$ cat src/rtl/sdil_pkg.sv
package sdil_pkg;
  // ==========================================================
  // Sizes
  localparam int NUM_CH  = 6;
  localparam int CODE_W  = 10;
  localparam int IDX_W   = 3;
  localparam int PIN_W   = 17;
  // ==========================================================
  // Channel order and codes
  localparam logic [2:0] CH_LEFT   = 3'h0;
  localparam logic [2:0] CH_RIGHT  = 3'h5;
  localparam logic [2:0] CNT_FULL  = 3'h6;
  localparam logic [9:0] CODE_MAX  = 10'h3ff;
  localparam logic [9:0] CODE_RST  = 10'h000;
  // ==========================================================
  // Pin vector positions
  localparam int P_CLK     = 0;
  localparam int P_DAT     = 1;
  localparam int P_START   = 11;
  localparam int P_DIR     = 12;
  localparam int P_EDGE    = 13;
  localparam int P_XFER    = 14;
  localparam int P_POL     = 15;
  localparam int P_STANDBY = 16;
endpackage

$ cat src/rtl/sdil_sync.sv
`timescale 1ns/100ps
module sdil_sync #(
  parameter int W = 1
) (
  // Clock and reset
  input  wire logic         mclk_in,
  input  wire logic         rst_b_in,
  // Pins
  input  wire logic [W-1:0] pin_in,
  output logic      [W-1:0] level_out
);
  logic [W-1:0] s1_q;
  logic [W-1:0] s2_q;
  logic [W-1:0] s3_q;

  // ==========================================================
  // Three stages, level accepted when stages two and three agree
  always_ff @(posedge mclk_in)
  begin
    if (!rst_b_in)
    begin
      s1_q <= '0;
      s2_q <= '0;
      s3_q <= '0;
    end
    else
    begin
      s1_q <= pin_in;
      s2_q <= s1_q;
      s3_q <= s2_q;
    end
  end

  always_ff @(posedge mclk_in)
  begin
    if (!rst_b_in)
      level_out <= '0;
    else
      level_out <= (s2_q & s3_q) | (level_out & (s2_q | s3_q));
  end
endmodule // sdil_sync

$ cat src/rtl/sdil_loader.sv
`timescale 1ns/100ps
module sdil_loader
  import sdil_pkg::*;
(
  // Clock and reset
  input  wire logic               mclk_in,
  input  wire logic               rst_b_in,
  // Controller pins
  input  wire logic               pix_clk_in,
  input  wire logic [CODE_W-1:0]  pixel_code_in,
  input  wire logic               sequence_start_in,
  input  wire logic               dir_sel_in,
  input  wire logic               edge_sel_in,
  input  wire logic               output_transfer_in,
  input  wire logic               polarity_sel_in,
  input  wire logic               standby_in,
  // Channel codes
  output logic      [CODE_W-1:0]  column0_out,
  output logic      [CODE_W-1:0]  column1_out,
  output logic      [CODE_W-1:0]  column2_out,
  output logic      [CODE_W-1:0]  column3_out,
  output logic      [CODE_W-1:0]  column4_out,
  output logic      [CODE_W-1:0]  column5_out,
  // Status
  output logic                    drive_above_mid_out,
  output logic                    debias_out,
  output logic                    loading_out
);
  logic [PIN_W-1:0]          lvl;
  logic                      clk_prev_q;
  logic                      rise;
  logic                      fall;
  logic                      act_edge;
  logic                      arm_q;
  logic                      dir_q;
  logic [IDX_W-1:0]          idx_q;
  logic [IDX_W-1:0]          cnt_q;
  logic                      xfer_det_q;
  logic [CODE_W-1:0]         lat_q [NUM_CH];
  logic [CODE_W-1:0]         col_q [NUM_CH];
  logic [NUM_CH*CODE_W-1:0]  lat_flat;
  logic [NUM_CH*CODE_W-1:0]  col_flat;

  function automatic logic [IDX_W-1:0] first_ch(input logic dir);
    first_ch = dir ? CH_RIGHT : CH_LEFT;
  endfunction

  function automatic logic [IDX_W-1:0] step(input logic [IDX_W-1:0] i,
                                            input logic dir);
    step = dir ? i - 3'h1 : i + 3'h1;
  endfunction

  // ==========================================================
  // Pin synchronisers
  sdil_sync #(.W(PIN_W)) u_sync (
    .mclk_in   (mclk_in),
    .rst_b_in  (rst_b_in),
    .pin_in    ({standby_in, polarity_sel_in, output_transfer_in,
                 edge_sel_in, dir_sel_in, sequence_start_in,
                 pixel_code_in, pix_clk_in}),
    .level_out (lvl)
  );

  // ==========================================================
  // Pin clock edges
  always_ff @(posedge mclk_in)
  begin
    if (!rst_b_in)
      clk_prev_q <= 1'b0;
    else
      clk_prev_q <= lvl[P_CLK];
  end

  assign rise     = lvl[P_CLK] & ~clk_prev_q;
  assign fall     = ~lvl[P_CLK] & clk_prev_q;
  assign act_edge = lvl[P_EDGE] ? rise : fall;

  // ==========================================================
  // Sequence control
  always_ff @(posedge mclk_in)
  begin
    if (!rst_b_in)
      arm_q <= 1'b0;
    else if (act_edge)
      arm_q <= lvl[P_START];
  end

  always_ff @(posedge mclk_in)
  begin
    if (!rst_b_in)
    begin
      dir_q <= 1'b0;
      idx_q <= CH_LEFT;
      cnt_q <= CNT_FULL;
    end
    else if (act_edge && arm_q)
    begin
      dir_q <= lvl[P_DIR];
      idx_q <= step(first_ch(lvl[P_DIR]), lvl[P_DIR]);
      cnt_q <= 3'h1;
    end
    else if (act_edge && cnt_q != CNT_FULL)
    begin
      idx_q <= step(idx_q, dir_q);
      cnt_q <= cnt_q + 3'h1;
    end
  end

  assign loading_out = (cnt_q != CNT_FULL);

  // ==========================================================
  // Channel latches and output stage
  generate
    for (genvar c = 0; c < NUM_CH; c++)
    begin : g_ch
      always_ff @(posedge mclk_in)
      begin
        if (!rst_b_in)
          lat_q[c] <= CODE_RST;
        else if (act_edge && arm_q && first_ch(lvl[P_DIR]) == c)
          lat_q[c] <= lvl[P_DAT +: CODE_W];
        else if (act_edge && !arm_q && cnt_q != CNT_FULL && idx_q == c)
          lat_q[c] <= lvl[P_DAT +: CODE_W];
      end

      always_ff @(posedge mclk_in)
      begin
        if (!rst_b_in)
          col_q[c] <= CODE_RST;
        else if (rise && xfer_det_q)
          col_q[c] <= lat_q[c];
      end

      assign lat_flat[c*CODE_W +: CODE_W] = lat_q[c];
      assign col_flat[c*CODE_W +: CODE_W] = col_q[c];
    end
  endgenerate

  always_ff @(posedge mclk_in)
  begin
    if (!rst_b_in)
      xfer_det_q <= 1'b0;
    else if (rise)
      xfer_det_q <= lvl[P_XFER];
  end

  assign column0_out = col_q[0];
  assign column1_out = col_q[1];
  assign column2_out = col_q[2];
  assign column3_out = col_q[3];
  assign column4_out = col_q[4];
  assign column5_out = col_q[5];

  // ==========================================================
  // Static controls
  always_ff @(posedge mclk_in)
  begin
    if (!rst_b_in)
    begin
      drive_above_mid_out <= 1'b0;
      debias_out          <= 1'b0;
    end
    else
    begin
      drive_above_mid_out <= lvl[P_POL];
      debias_out          <= lvl[P_STANDBY];
    end
  end

  // ==========================================================
  // Checks
  property p_start_sample;
    @(posedge mclk_in) disable iff (!rst_b_in)
    act_edge |=> (arm_q == $past(lvl[P_START]));
  endproperty
  a_start_sample: assert property (p_start_sample)
    else $error("start not sampled on active edge");

  property p_seq_begin;
    @(posedge mclk_in) disable iff (!rst_b_in)
    (act_edge && arm_q) |=> (cnt_q == 3'h1 && loading_out);
  endproperty
  a_seq_begin: assert property (p_seq_begin)
    else $error("sequence did not begin after start");

  property p_dir_left;
    @(posedge mclk_in) disable iff (!rst_b_in)
    (act_edge && arm_q && !lvl[P_DIR])
      |=> (lat_q[0] == $past(lvl[P_DAT +: CODE_W]) && idx_q == 3'h1);
  endproperty
  a_dir_left: assert property (p_dir_left)
    else $error("left sequence did not load channel 0");

  property p_dir_right;
    @(posedge mclk_in) disable iff (!rst_b_in)
    (act_edge && arm_q && lvl[P_DIR])
      |=> (lat_q[5] == $past(lvl[P_DAT +: CODE_W]) && idx_q == 3'h4);
  endproperty
  a_dir_right: assert property (p_dir_right)
    else $error("right sequence did not load channel 5");

  property p_load_edge;
    @(posedge mclk_in) disable iff (!rst_b_in)
    !act_edge |=> $stable(lat_flat);
  endproperty
  a_load_edge: assert property (p_load_edge)
    else $error("latch changed off the active edge");

  property p_xfer_rise;
    @(posedge mclk_in) disable iff (!rst_b_in)
    (fall && !rise) |=> $stable(xfer_det_q);
  endproperty
  a_xfer_rise: assert property (p_xfer_rise)
    else $error("transfer sampled on falling edge");

  property p_xfer_apply;
    @(posedge mclk_in) disable iff (!rst_b_in)
    (rise && xfer_det_q) |=> (col_flat == $past(lat_flat));
  endproperty
  a_xfer_apply: assert property (p_xfer_apply)
    else $error("outputs did not take latched words");

  property p_hold;
    @(posedge mclk_in) disable iff (!rst_b_in)
    !(rise && xfer_det_q) |=> $stable(col_flat);
  endproperty
  a_hold: assert property (p_hold)
    else $error("outputs changed without transfer");

  property p_polarity;
    @(posedge mclk_in) disable iff (!rst_b_in)
    $rose(lvl[P_POL]) |=> drive_above_mid_out;
  endproperty
  a_polarity: assert property (p_polarity)
    else $error("polarity not followed");

  property p_standby;
    @(posedge mclk_in) disable iff (!rst_b_in)
    lvl[P_STANDBY] |=> debias_out;
  endproperty
  a_standby: assert property (p_standby)
    else $error("standby not followed");

  c_left:  cover property (@(posedge mclk_in)
                           act_edge && arm_q && !lvl[P_DIR]);
  c_right: cover property (@(posedge mclk_in) act_edge && arm_q && lvl[P_DIR]);
  c_full:  cover property (@(posedge mclk_in) $rose(cnt_q == CNT_FULL));
  c_xfer:  cover property (@(posedge mclk_in) rise && xfer_det_q);
endmodule // sdil_loader

$ cat config.mk
export PLATFORM = sky130hd
export DESIGN_NAME = sdil_loader
export DESIGN_NICKNAME = d
export VERILOG_FILES = /design/src/rtl/sdil_pkg.sv /design/src/rtl/sdil_sync.sv /design/src/rtl/sdil_loader.sv
export SDC_FILE = /design/constraint.sdc
export NUM_CORES = 1
export LEC_CHECK = 0
export ABC_AREA = 0
export BUFFER_PORTS_ARGS = -buffer_cell sky130_fd_sc_hd__buf_2
export CAP_MARGIN = 5
export CORE_ASPECT_RATIO = 1.5
export CORE_UTILIZATION = 45
export CTS_CLUSTER_SIZE = 30
export DETAILED_ROUTE_END_ITERATION = 10
export PLACE_DENSITY = 0.7
export SYNTH_ARGS = -nofsm -noshare
export SYNTH_HDL_FRONTEND = slang
export SYNTH_SLANG_ARGS = --single-unit
$ cat constraint.sdc
create_clock -name mclk_in -period 4.2 [get_ports mclk_in]
set_clock_uncertainty 0.1 [all_clocks]
set_input_delay 0.42 -clock mclk_in [delete_from_list [all_inputs] [get_ports mclk_in]]
set_output_delay 0.42 -clock mclk_in [all_outputs]
set_load 0.01 [all_outputs]
* Yosys cells after proc, flatten, opt, wreduce, memory -nomap -nowiden
Memory sizes are Yosys's and may differ from the RTL's. Cells that the tools add are included.
Word-level totals: output and inout port bits 63, register bits after elaboration 80, input bits 19, memory bits (writable) 120, memories kept 2, logic and storage cells 149
Operators by class: add/sub/neg operators 5, multiplexer cells 72, reductions and logical operators 21, bitwise gates (word level) 26, equal/unequal tests 11
Memories:
- col_q | words 6, bits a word 10, read ports 6, clocked after memory_dff 0, write ports 6, RTL line sdil_loader.sv:40 | logic [CODE_W-1:0] col_q [NUM_CH];
- lat_q | words 6, bits a word 10, read ports 6, clocked after memory_dff 0, write ports 6, RTL line sdil_loader.sv:39 | logic [CODE_W-1:0] lat_q [NUM_CH];
Operators with widths (count):
- $mux 10 | 18
- $mux 1 | 47
- $and 17x17->17 | 2
- $or 17x17->17 | 2
- $mux 3 | 7
- $or 1x1->1 | 18
- $logic_and 1x1->1 | 17
- $eq 3x2->1 const B | 4
- $eq 3x3->1 const B | 4
- $add 3x1->3 const B | 3
- $eq 3x1->1 const B | 2
- $logic_not 3->1 | 2
- $sub 3x1->3 const B | 2
- $ne 3x3->1 const B | 1
- $and 1x1->1 | 2
- $not 1->1 | 2
- $reduce_bool 2->1 | 1
- $logic_not 1->1 | 1

* Logic depth before layout (Yosys ltp)
Gate-level depths: netlist of run 1.
word-level depth 11, mapped depth 6, depth with buffers taken out 6

* Cells and area by module
Synthesis of run 1 repeated with hierarchy kept, for this count alone.
Second synthesis, totals: cell total of the unflattened synthesis 527, area total of the unflattened synthesis 7101.8 um^2
Modules (own cells, without submodules):
- sdil_loader | area each 5094.9 um^2, sequential area each 3843.7 um^2, cells an instance 350, times used 1
- sdil_sync | area each 2006.9 um^2, sequential area each 1361.3 um^2, cells an instance 177, times used 1

* Worst setup path after synthesis of run 1
No wires, ideal clock.
path type input to register, from input rst_b_in, to memory col_q[0][0], enable pin, setup time 0.662 ns, arrival time 2.256 ns, setup slack 1.182 ns, path buffers 3, data required time 3.438 ns, stages 4, path through clkbuf_1 > clkbuf_1 > clkbuf_1 > nand2_1
RTL lines:
- start, declared | RTL line sdil_loader.sv:7 | input wire logic rst_b_in,
- end, declared | RTL line sdil_loader.sv:40

==> results of run 1 <==
-- power by group through the flow --
stage / sequential, mW / combinational, mW / clock [mW]
4_1_cts: 2.15 / 0.0909 / 1.62
3_3_place_gp: 2.19 / 0.0887 / 0
5_1_grt: 2.15 / 0.0986 / 1.70
6_report: 2.15 / 0.0891 / 1.59
3_5_place_dp: 2.19 / 0.0910 / 0
2_1_floorplan: 2.20 / 0.0417 / 0
-- critical path, stage by stage (launching register included) --
cell,delay (ns)
dfxtp_1,0.37
and3b_1,0.22
o21ai_1,0.49
a2bb2oi_1,0.64
nand2_1,0.44
-- worst max path at each step --
stage | startpoint | endpoint | slack, ns
3_5_place_dp | clk_prev_q | lat_q[5][6] | 1.61
2_1_floorplan | rst_b_in | col_q[0][0] | 1.18
5_1_grt | clk_prev_q | lat_q[5][2] | 1.31
4_1_cts | clk_prev_q | lat_q[5][2] | 1.61
6_report | clk_prev_q | lat_q[5][2] | 1.60
3_3_place_gp | u_sync.level_out[0] | lat_q[5][0] | 1.75
-- cells in the mapped netlist (3+ instances only) --
cell	instances
and2_1	132
edfxtp_1	120
dfxtp_1	80
nor2_1	43
nand2_1	39
o21ai_0	22
a21boi_0	18
clkbuf_1	18
ha_1	8
inv_1	6
mux2i_1	5
buf_2	4
nor2b_1	4
a21oi_1	3
and2_2	3
nand3_1	3
xnor2_1	3
-- area by class of cell --
cell class                 instances  area, um2  share of cell area, %
clock buffer                      18        429                   5.18
timing repair buffer              85        435                   5.25
sequential                       200       5200                   62.8
multi-input combinational        300       1790                   21.6
clock inverter                    14        159                   1.92
tap                              199        249                   3.00
inverter                           6       22.5                  0.272
-- sequential cells by signal, indices dropped and copies added (netlist names) --
signal and flops:
col_q 60, lat_q 60, u_sync.level_out 17, u_sync.s1_q 17
u_sync.s2_q 17, u_sync.s3_q 17, cnt_q 3, idx_q 3
arm_q 1, clk_prev_q 1, debias_out 1, dir_q 1
drive_above_mid_out 1, xfer_det_q 1
-- placed cells by master, fill, tap and decap left out, types with 2 or more instances in the layout --
| cell | Yosys | final |
|---|---|---|
| a21boi_0 | 18 | 18 |
| a21oi_1 | 3 | 3 |
| a2bb2oi_1 | 2 | 2 |
| and2_1 | 132 | 132 |
| and2_2 | 3 | 3 |
| and3_1 | 2 | 2 |
| buf_2 | 4 | 81 |
| buf_4 | 1 | 4 |
| bufinv_16 | 0 | 2 |
| clkbuf_16 | 0 | 17 |
| clkinv_2 | 0 | 2 |
| clkinv_4 | 0 | 3 |
| dfxtp_1 | 80 | 80 |
| edfxtp_1 | 120 | 120 |
| ha_1 | 8 | 8 |
| inv_1 | 6 | 6 |
| inv_6 | 0 | 5 |
| mux2i_1 | 5 | 5 |
| nand2_1 | 39 | 38 |
| nand3_1 | 3 | 3 |
| nor2_1 | 43 | 43 |
| nor2b_1 | 4 | 4 |
| o21ai_0 | 22 | 22 |
| o21ai_1 | 2 | 2 |
| xnor2_1 | 3 | 3 |
-- layer usage --
layer | vias to the layer above | track usage [%] | share of wire, %
li1 | 1944 | - | -
met5 | - | 0 | 0
met2 | 94 | 24.6 | 52
met4 | 0 | 7.91 | 3.2
met1 | 1744 | 14.7 | 41
met3 | 23 | 3.51 | 4.2
-- metrics by stage --
stage	cell area, um2	power (mW)
after floorplan	7110	2.24
after global placement	7700	2.28
after detailed placement	7700	2.28
after CTS	8290	3.86
after global routing	8290	3.95
final	8290	3.83
-- logic make-up (layout without fill, tap and decap cells) --
family                   after synthesis  after routing  share of synthesized area (%)
AND/OR/NAND/NOR                      233            233                           17.8
flip-flops                           200            200                           73.2
AO/OA/AOI/OAI                         50             50                           4.66
buffers and inverters                 30            123                           1.72
adder cells (fa/ha/maj)                8              8                           1.41
multiplexers                           5              5                          0.704
XOR/XNOR                               4              4                          0.493
==> run metrics, run 1 <==
area share of the largest cell type after synthesis 50.7%; Crit path required time around 4.2 ns; run status finished clean; die area ~16000 um2; CTS resizes 0; Synth area leaders edfxtp_1 51%, dfxtp_1 23%, and2_1 12%, nor2_1 2.3%, nand2_1 2.1%; EDFF count, synth 120; max-slew violation count 0; CP endpoint kind register; Initial DRT Pass Iterations 4; Synth Area per Inst 13.4 um2; CTS max path bufs 2; Post-DP HPWL 7190 um; Final #Nets about 640; clk_lat worst skew 0.42 ns; Max-slew headroom 50.5%; Hold Path Depth 2; row cnt 55; hold path endpoint u_sync.s1_q[9]; initial drt markers about 180; placed insts 790; FMAX 0.384 GHz; reg-to-reg endpoint lat_q[5][2]; worst setup margin 1.60 ns; worst hold path type input pin to register; vias per cell 4.63; Logic pwr share between 2 and 2.5%; chip height 156 um; max-cap violations 0; slack of the worst reg-to-reg path ~1.6 ns; area grow syn2layout 16.5%; core box area ~15000 um2; Worst setup SP type register; Final Hold Fails 0; RePlAce Congestion 0.744; Cell Int Power 3.06 mW; Post-Syn Area 7110 um2; vias in the first global route 3671; IR drop worst, VDD 0.000272 V; final core utilization a little over half; unrepaired setup endpoints after global routing false; yosys warns 0; global-route wire length before repair 17200 um; ANT cells 0; ys async rst share 0%; initial core utilization 46.6%; Root Buffer clkbuf_16; power per cell area 462 nW/um2; CTS Hold Bufs 0; I/O pin cnt 82; Max FO, Critical Path 11; Seq pwr share 56.1%; Final Setup Violations 0; Synth area leader edfxtp_1; critical path type register to register; post-DR wirelength/cell 12.8 um; Die X 105 um; synthesized net count 557; GRT overflow 0; buffers inserted by post-CTS timing repair 0; number of antenna violations at the first check in global routing 0; worst r2r src clk_prev_q; fill count 1274; Lkg Pwr 3.29 nW; largest net degree at the start of global routing 100; sw frac around 20%; net switching power 0.769 mW; Slew @ Worst Pin 0.742 ns; post-synthesis sequential area ratio 73.2%; number of H-tree levels 4; hold path startpoint pixel_code_in[8]; Total Routing Usage GR 13.8%; CTS Buf Count 17; Port Buffers 81; vias 3805; Synth Register Bits 200; Final ANT Viol Nets 0; Synth cell types 33; CTS tree built; Synth Instances 530; R2R cell count 4; clock share of power 41.5%; DP Worst Slack 1.61 ns; setup TNS 0 ns; Final period util 62.0%; clock transition at the registers of the reported paths around 0.070 ns; total routed wirelength 10500 um; min cycle time layout ~2.6 ns; Clock Sinks 200; fraction of layout cells with a size suffix above 1 19.6%; worst hold margin 0.0993 ns; Non-Filler Instances 822; Top FF cell, synth edfxtp_1; # DRC 0; arrival time worst endpoint about 2.6 ns
(Power assumes the default switching activity.)
==> run 2, diff against run 1 <==
--- a/config.mk
+++ b/config.mk
@@ -5,14 +5,14 @@
 export SDC_FILE = /design/constraint.sdc
 export NUM_CORES = 1
 export LEC_CHECK = 0
-export ABC_AREA = 0
+export ABC_AREA = 1
 export BUFFER_PORTS_ARGS = -buffer_cell sky130_fd_sc_hd__buf_2
 export CAP_MARGIN = 5
 export CORE_ASPECT_RATIO = 1.5
 export CORE_UTILIZATION = 45
 export CTS_CLUSTER_SIZE = 30
 export DETAILED_ROUTE_END_ITERATION = 10
-export PLACE_DENSITY = 0.7
+export PLACE_DENSITY = 0.72
 export SYNTH_ARGS = -nofsm -noshare
 export SYNTH_HDL_FRONTEND = slang
 export SYNTH_SLANG_ARGS = --single-unit
==> constraint.sdc (replaced) <==
create_clock -name mclk_in -period 2.3 [get_ports mclk_in]
set_clock_uncertainty 0.1 [all_clocks]
set_input_delay 0.23 -clock mclk_in [delete_from_list [all_inputs] [get_ports mclk_in]]
set_output_delay 0.23 -clock mclk_in [all_outputs]
set_load 0.01 [all_outputs]
==> run 2 against run 1 <==
Net effect: sequential share of layout area fell by 4.7 points; non-clock buffer count rose by 21; maximum frequency rose by 28%; design area rose by 8.2%; sequential power rose by 82%; synthesized cell count rose by 32%; cell count rose by 25%; via count rose by 22%; clock power rose by 86%; setup slack got worse by 1.3 ns; die area rose by 5.2%; area after synthesis rose by 5.3%; highest routed layer unchanged.
==> run metrics, run 2 <==
run status finished clean; Synth Instances 702; worst hold path type input pin to register; largest family of logic cells by synthesized area simple AND/OR/NAND/NOR gates; Root Buffer clkbuf_16; placed insts approximately 980; post-DR wirelength/cell 11.4 um; Final Hold Fails 0; Synth Area per Inst approximately 11 um2; vias 4655; Clock Sinks 200; Final #Nets approximately 830; yosys warns 0; R2R cell count 8; Slew @ Worst Pin between 0.5 and 0.6 ns; CTS resizes 0; Max FO, Critical Path 10; most numerous cell in the Yosys netlist inv_1; Synth top cells by count 140 x inv_1, 120 x edfxtp_1, 116 x nor2_1; Die X 107 um; Synth Area in XOR/XNOR 0.234%; commonest non-fill, non-tap cell in the layout inv_1; Seq pwr share 55.2%; Final period util 88.6%; CTS max path bufs 2; Synth area leader edfxtp_1; fill count between 1000 and 1500; initial core utilization 46.1%; GRT overflow 0; Non-Filler Instances 1026; ys async rst share 0%; Synth Register Bits 200; Initial DRT Pass Iterations 5; die area approximately 17000 um2; buffers inserted by post-CTS timing repair 0; Cell Int Power 5.51 mW; power per cell area 793 nW/um2; Total Routing Usage GR around 15%; area grow syn2layout 19.7%; mux contribution to synthesized area 0%; chip height 160 um; Synth Area in Compound Gates 3.51%; core box area 16300 um2; Port Buffers 81; number of H-tree levels 4; largest net degree at the start of global routing slightly above 90; clk_lat worst skew 0.43 ns; vias per cell 4.54; CP endpoint kind register; Synth cell types 28; FMAX 0.491 GHz; Final Setup Violations 0; post-synthesis sequential area ratio a little over two thirds; CTS Buf Count 17; max-slew violation count 0; Logic pwr share 3.2%; Synth area leaders edfxtp_1 48%, dfxtp_1 21%, inv_1 7.0%, nor2_1 5.8%, nand2_1 5.5%; Lkg Pwr 4.05 nW; global-route wire length before repair 19300 um; Synth Area in Adders under 10%; net switching power 1.60 mW; # DRC 0; synthesized net count about 730; min cycle time layout about 2 ns; area share of the largest cell type after synthesis between 40% and 50%; Post-Syn Area roughly 7500 um2; leading registers by flop count col_q (60), lat_q (60); Final ANT Viol Nets 0; sw frac 22.6%; arrival time worst endpoint 2.07 ns; row cnt 57; vias in the first global route 4220; setup TNS 0 ns; total routed wirelength 11700 um; EDFF count, synth 120; commonest non-fill, non-tap cells in the layout 140 x inv_1, 120 x edfxtp_1, 116 x nor2_1; synthesized-area fraction occupied by and/or/nand/nor cells 17.2%; RePlAce Congestion approximately 0.84; number of antenna violations at the first check in global routing 0; IR drop worst, VDD between 0.0004 and 0.0005 V; CTS tree built; Top FF cell, synth edfxtp_1; Hold Path Depth 3; ANT cells 0; clock transition at the registers of the reported paths 0.07 ns; Worst setup SP type register; Max-slew headroom 65.0%; critical path type register to register; I/O pin cnt 82; Post-DP HPWL 7900 um; initial drt markers 313; Crit path required time between 2 and 2.5 ns; unrepaired setup endpoints after global routing false; max-cap violations 0; clock share of power 41.7%; fraction of layout cells with a size suffix above 1 17.7%
-- run 2: cell types whose count changed after synthesis, moves of 4 or more --
cell | previous run | this run
inv_1 | 6 | 140
and2_1 | 132 | 0
nor2_1 | 43 | 116
nand2_1 | 39 | 110
nand3_1 | 3 | 36
a21boi_0 | 18 | 0
a21oi_1 | 3 | 21
clkbuf_1 | 18 | 10
mux2i_1 | 5 | 0
nand3_2 | 0 | 5
buf_1 | 0 | 4
nor2b_1 | 4 | 0
-- run 2: worst paths after layout --
check,startpoint,slack [ns],to
max,cnt_q[0],0.26,lat_q[5][1]
min,rst_b_in,0.08,u_sync.s2_q[14]
max reg2reg,cnt_q[0],0.26,lat_q[5][1]
min reg2reg,u_sync.s1_q[9],0.31,u_sync.s2_q[9]
-- run 2: final cells by class --
class	instances	area (um2)	share of cell area, %
Clock buffer	18	450	5.03
Multi-Input combinational cell	341	1670	18.7
Inverter	141	529	5.91
Tap cell	206	258	2.88
Timing Repair Buffer	106	676	7.54
Clock inverter	14	171	1.91
Sequential cell	200	5200	58.1
-- run 2: timing repair --
action | 4_1_cts | 5_1_grt
hold buffers | 17 | 0
hold endpoints to repair | 17 | 0
endpoints found under the setup margin | 0 | 0
-- run 2: cells by family after synthesis --
kind of cell	Yosys count
buf+inv	161
xor+xnor	2
fa+ha+maj	8
simple gates	283
flops	200
compound gates	48
-- run 2: critical path, cell delays in order, from the launching register on --
cell	delay [ns]
dfxtp_1	0.36
inv_1	0.07
ha_1	0.19
nand2_1	0.16
inv_1	0.10
a21oi_4	0.22
nand2_4	0.14
o211ai_1	0.19
buf_4	0.21
-- run 2: through the flow --
stage               hold slack [ns]  cell area (um2)  power (mW)  util, %  setup WS (ns)
floorplan                     0.228             7490        4.12        -         -0.123
global placement              0.294             8170        4.21     50.2          0.359
detailed placement            0.295             8170        4.21     50.2          0.276
CTS                          0.0684             8960        7.18     55.1          0.265
global route                 0.0851             8960        7.35     55.1          0.142
finish                       0.0807             8960        7.11     55.1          0.262
-- run 2: power by group through the flow --
stage	logic [mW]	registers (mW)	clock network (mW)
4_1_cts	0.228	3.92	3.02
2_1_floorplan	0.104	4.02	0
5_1_grt	0.252	3.93	3.17
3_5_place_dp	0.206	4.01	0
6_report	0.224	3.92	2.96
3_3_place_gp	0.202	4.00	0
-- run 2: metal layers --
layer,global-route usage [%],up-vias,routed length (um)
met4,7.04,0,321
li1,-,2409,-
met5,0,-,0
met2,25.2,114,6050
met3,3.96,26,521
met1,16.4,2106,4830
==> run 3, diff against run 2 <==
--- a/config.mk
+++ b/config.mk
@@ -15,4 +15,5 @@
 export PLACE_DENSITY = 0.72
 export SYNTH_ARGS = -nofsm -noshare
 export SYNTH_HDL_FRONTEND = slang
+export SYNTH_HIERARCHICAL = 1
 export SYNTH_SLANG_ARGS = --single-unit
==> run 3 against run 2 <==
Net effect: worst hold slack better by 0.028 ns; cell count about the same; routed wire length down 0.73%; critical path type unchanged; critical endpoint is now lat_q[0][6]; highest routed layer unchanged.
==> run metrics, run 3 <==
Post-Syn Area 7430 um2; FF/Latch Area 5200 um2; post-DR wirelength/cell 11.3 um; Post-DP HPWL just under 8000 um; # DRC 0; total routed wirelength approximately 12000 um; Worst setup SP type register; Max-slew headroom about three fifths; commonest non-fill, non-tap cell in the layout inv_1; Synth Instances 698; setup TNS 0 ns; Final Setup Violations 0; CP endpoint kind register; Initial DRT Pass Iterations 5; Synth Register Bits 200; fill count 1334; Root Buffer clkbuf_16; number of H-tree levels 4; Synth top cells by count 132 x inv_1, 123 x nor2_1, 120 x edfxtp_1; arrival time worst endpoint 1.91 ns; unrepaired setup endpoints after global routing false; hold path startpoint rst_b_in; post-synthesis sequential area ratio 70.0%; Final period util approximately 84%; CTS max path bufs 2; final core utilization 54.7%; crit path from cnt_q[0]; CTS resizes 0; ANT cells 0; worst hold path type input pin to register; Final Hold Fails 0; initial drt markers approximately 250; synthesized net count 725; crit path cell chain inv_1, ha_1, nand2_2, nand3_4, nor2_2, or2_1; vias in the first global route between 4000 and 5000; Max FO, Critical Path 10; DP Worst Slack 0.360 ns; power per cell area 794 nW/um2; number of antenna violations at the first check in global routing 0; core box area 16200 um2; area share of the largest cell type after synthesis 48.5%; CTS Buf Count 17; sw frac a little under a quarter; max-cap violations 0; run status finished clean; vias 4556; Logic pwr share 3.2%; Seq pwr share 55.8%; global-route wire length before repair 18800 um; CTS tree built; worst r2r src cnt_q[0]; max-slew violation count 0; commonest non-fill, non-tap cells in the layout 132 x inv_1, 123 x nor2_1, 120 x edfxtp_1; area grow syn2layout 19.1%; net switching power between 1.5 and 2 mW; fraction of layout cells with a size suffix above 1 17.3%; largest net degree at the start of global routing 61; Slowest Stage Delay on Critical Path 0.37 ns; clock transition at the registers of the reported paths 0.07 ns; Top FF cell, synth edfxtp_1; Synth Area per Inst approximately 11 um2; chip height 159 um; Total Routing Usage GR ~14%; EDFF count, synth 120; leading registers by flop count col_q (60), lat_q (60); most numerous cell in the Yosys netlist inv_1; buffers inserted by post-CTS timing repair 0; Synth area leaders edfxtp_1 48%, dfxtp_1 22%, inv_1 6.7%, nor2_1 6.2%, nand2_1 6.0%; worst setup margin 0.375 ns; I/O pin cnt 82; Synth area leader edfxtp_1; Synth cell types 31; Crit-path slowest cell or2_1; Port Buffers 81; Lkg Pwr 3.94 nW; worst hold margin approximately 0.11 ns; Slew @ Worst Pin 0.581 ns; critical path type register to register; IR drop worst, VDD roughly 0.00046 V; initial core utilization 45.9%; clock share of power 41.0%; yosys warns 6; clk_lat worst skew 0.43 ns; GRT overflow 0; vias per cell around 4.4; row cnt 57; Final #Nets 833; Die X 107 um; Crit path required time 2.29 ns; multi-input logic area 1610 um2; min cycle time layout ~1.9 ns; Clock Sinks 200; CTS Hold Bufs 17; Cell Int Power between 5 and 6 mW; Final ANT Viol Nets 0; FMAX 0.519 GHz; die area 17000 um2; Non-Filler Instances between 1000 and 1500; placed insts 976; RePlAce Congestion 0.768; ys async rst share 0%
==> run 3: cell types whose count changed in the layout (fill, tap and decap cells not counted), moves of 3 or more <==
cell      previous run  this run
nand2_1            109       117
o21bai_1             3         0
inv_6                2         5
inv_1              140       132
nand3_1             35        25
nand3_2              6         3
o21ai_1              0         5
buf_4                6        10
nor2_1             116       123
==> run 3: routing by layer <==
metal	part of all wire, %	GRT usage, %	wire (um)	vias to the layer above
met5	0	0	0	-
met4	3.1	7.85	355	0
met3	4.6	4.42	534	23
met2	52	25.5	6040	111
met1	40	15.0	4700	2025
li1	-	-	-	2397
==> run 3: power groups by stage <==
| stage | logic, mW | clock network (mW) | registers (mW) |
|---|---|---|---|
| detailed placement | 0.206 | 0 | 4.01 |
| global placement | 0.202 | 0 | 4.00 |
| finish | 0.224 | 2.88 | 3.92 |
| floorplan | 0.109 | 0 | 4.02 |
| CTS | 0.228 | 2.95 | 3.92 |
| global route | 0.253 | 3.07 | 3.93 |
==> run 3: final cells by class <==
class	count	share of cell area, %
Inverter	136	5.82
Clock buffer	17	4.81
Clock inverter	15	1.95
Sequential cell	200	58.8
Timing Repair Buffer	108	7.52
Multi-Input combinational cell	343	18.2
Tap cell	206	2.91
==> run 3: worst paths after layout <==
kind / end / slack, ns / cells past startpoint
hold / removal: dir_q / 0.11 / 3
setup reg to reg: lat_q[0][6] / 0.37 / 6
setup / recovery: lat_q[0][6] / 0.37 / 6
hold reg to reg: u_sync/s2_q[2] / 0.31 / 2
==> run 3: logic make-up (layout without fill, tap and decap cells) <==
group	count (synthesis)	after routing	synth area share [%]
simple gates	284	284	16.6
flops	200	200	70.0
buf+inv	155	276	8.42
compound gates	49	49	3.40
fa+ha+maj	8	8	1.35
xor+xnor	2	2	0.236
==> run 3: metrics by stage <==
step / total power [mW] / instance area, um2
2_1_floorplan: 4.13 / 7430
3_3_place_gp: 4.21 / 8080
3_5_place_dp: 4.21 / 8080
4_1_cts: 7.10 / 8850
5_1_grt: 7.26 / 8850
6_report: 7.03 / 8850
==> run 3: critical path, delay by kind of cell (launching register included) <==
| family | cells | cell delay, ns |
|---|---|---|
| buf+inv | 1 | 0.07 |
| flops | 1 | 0.36 |
| simple gates | 4 | 0.85 |
| fa+ha+maj | 1 | 0.21 |
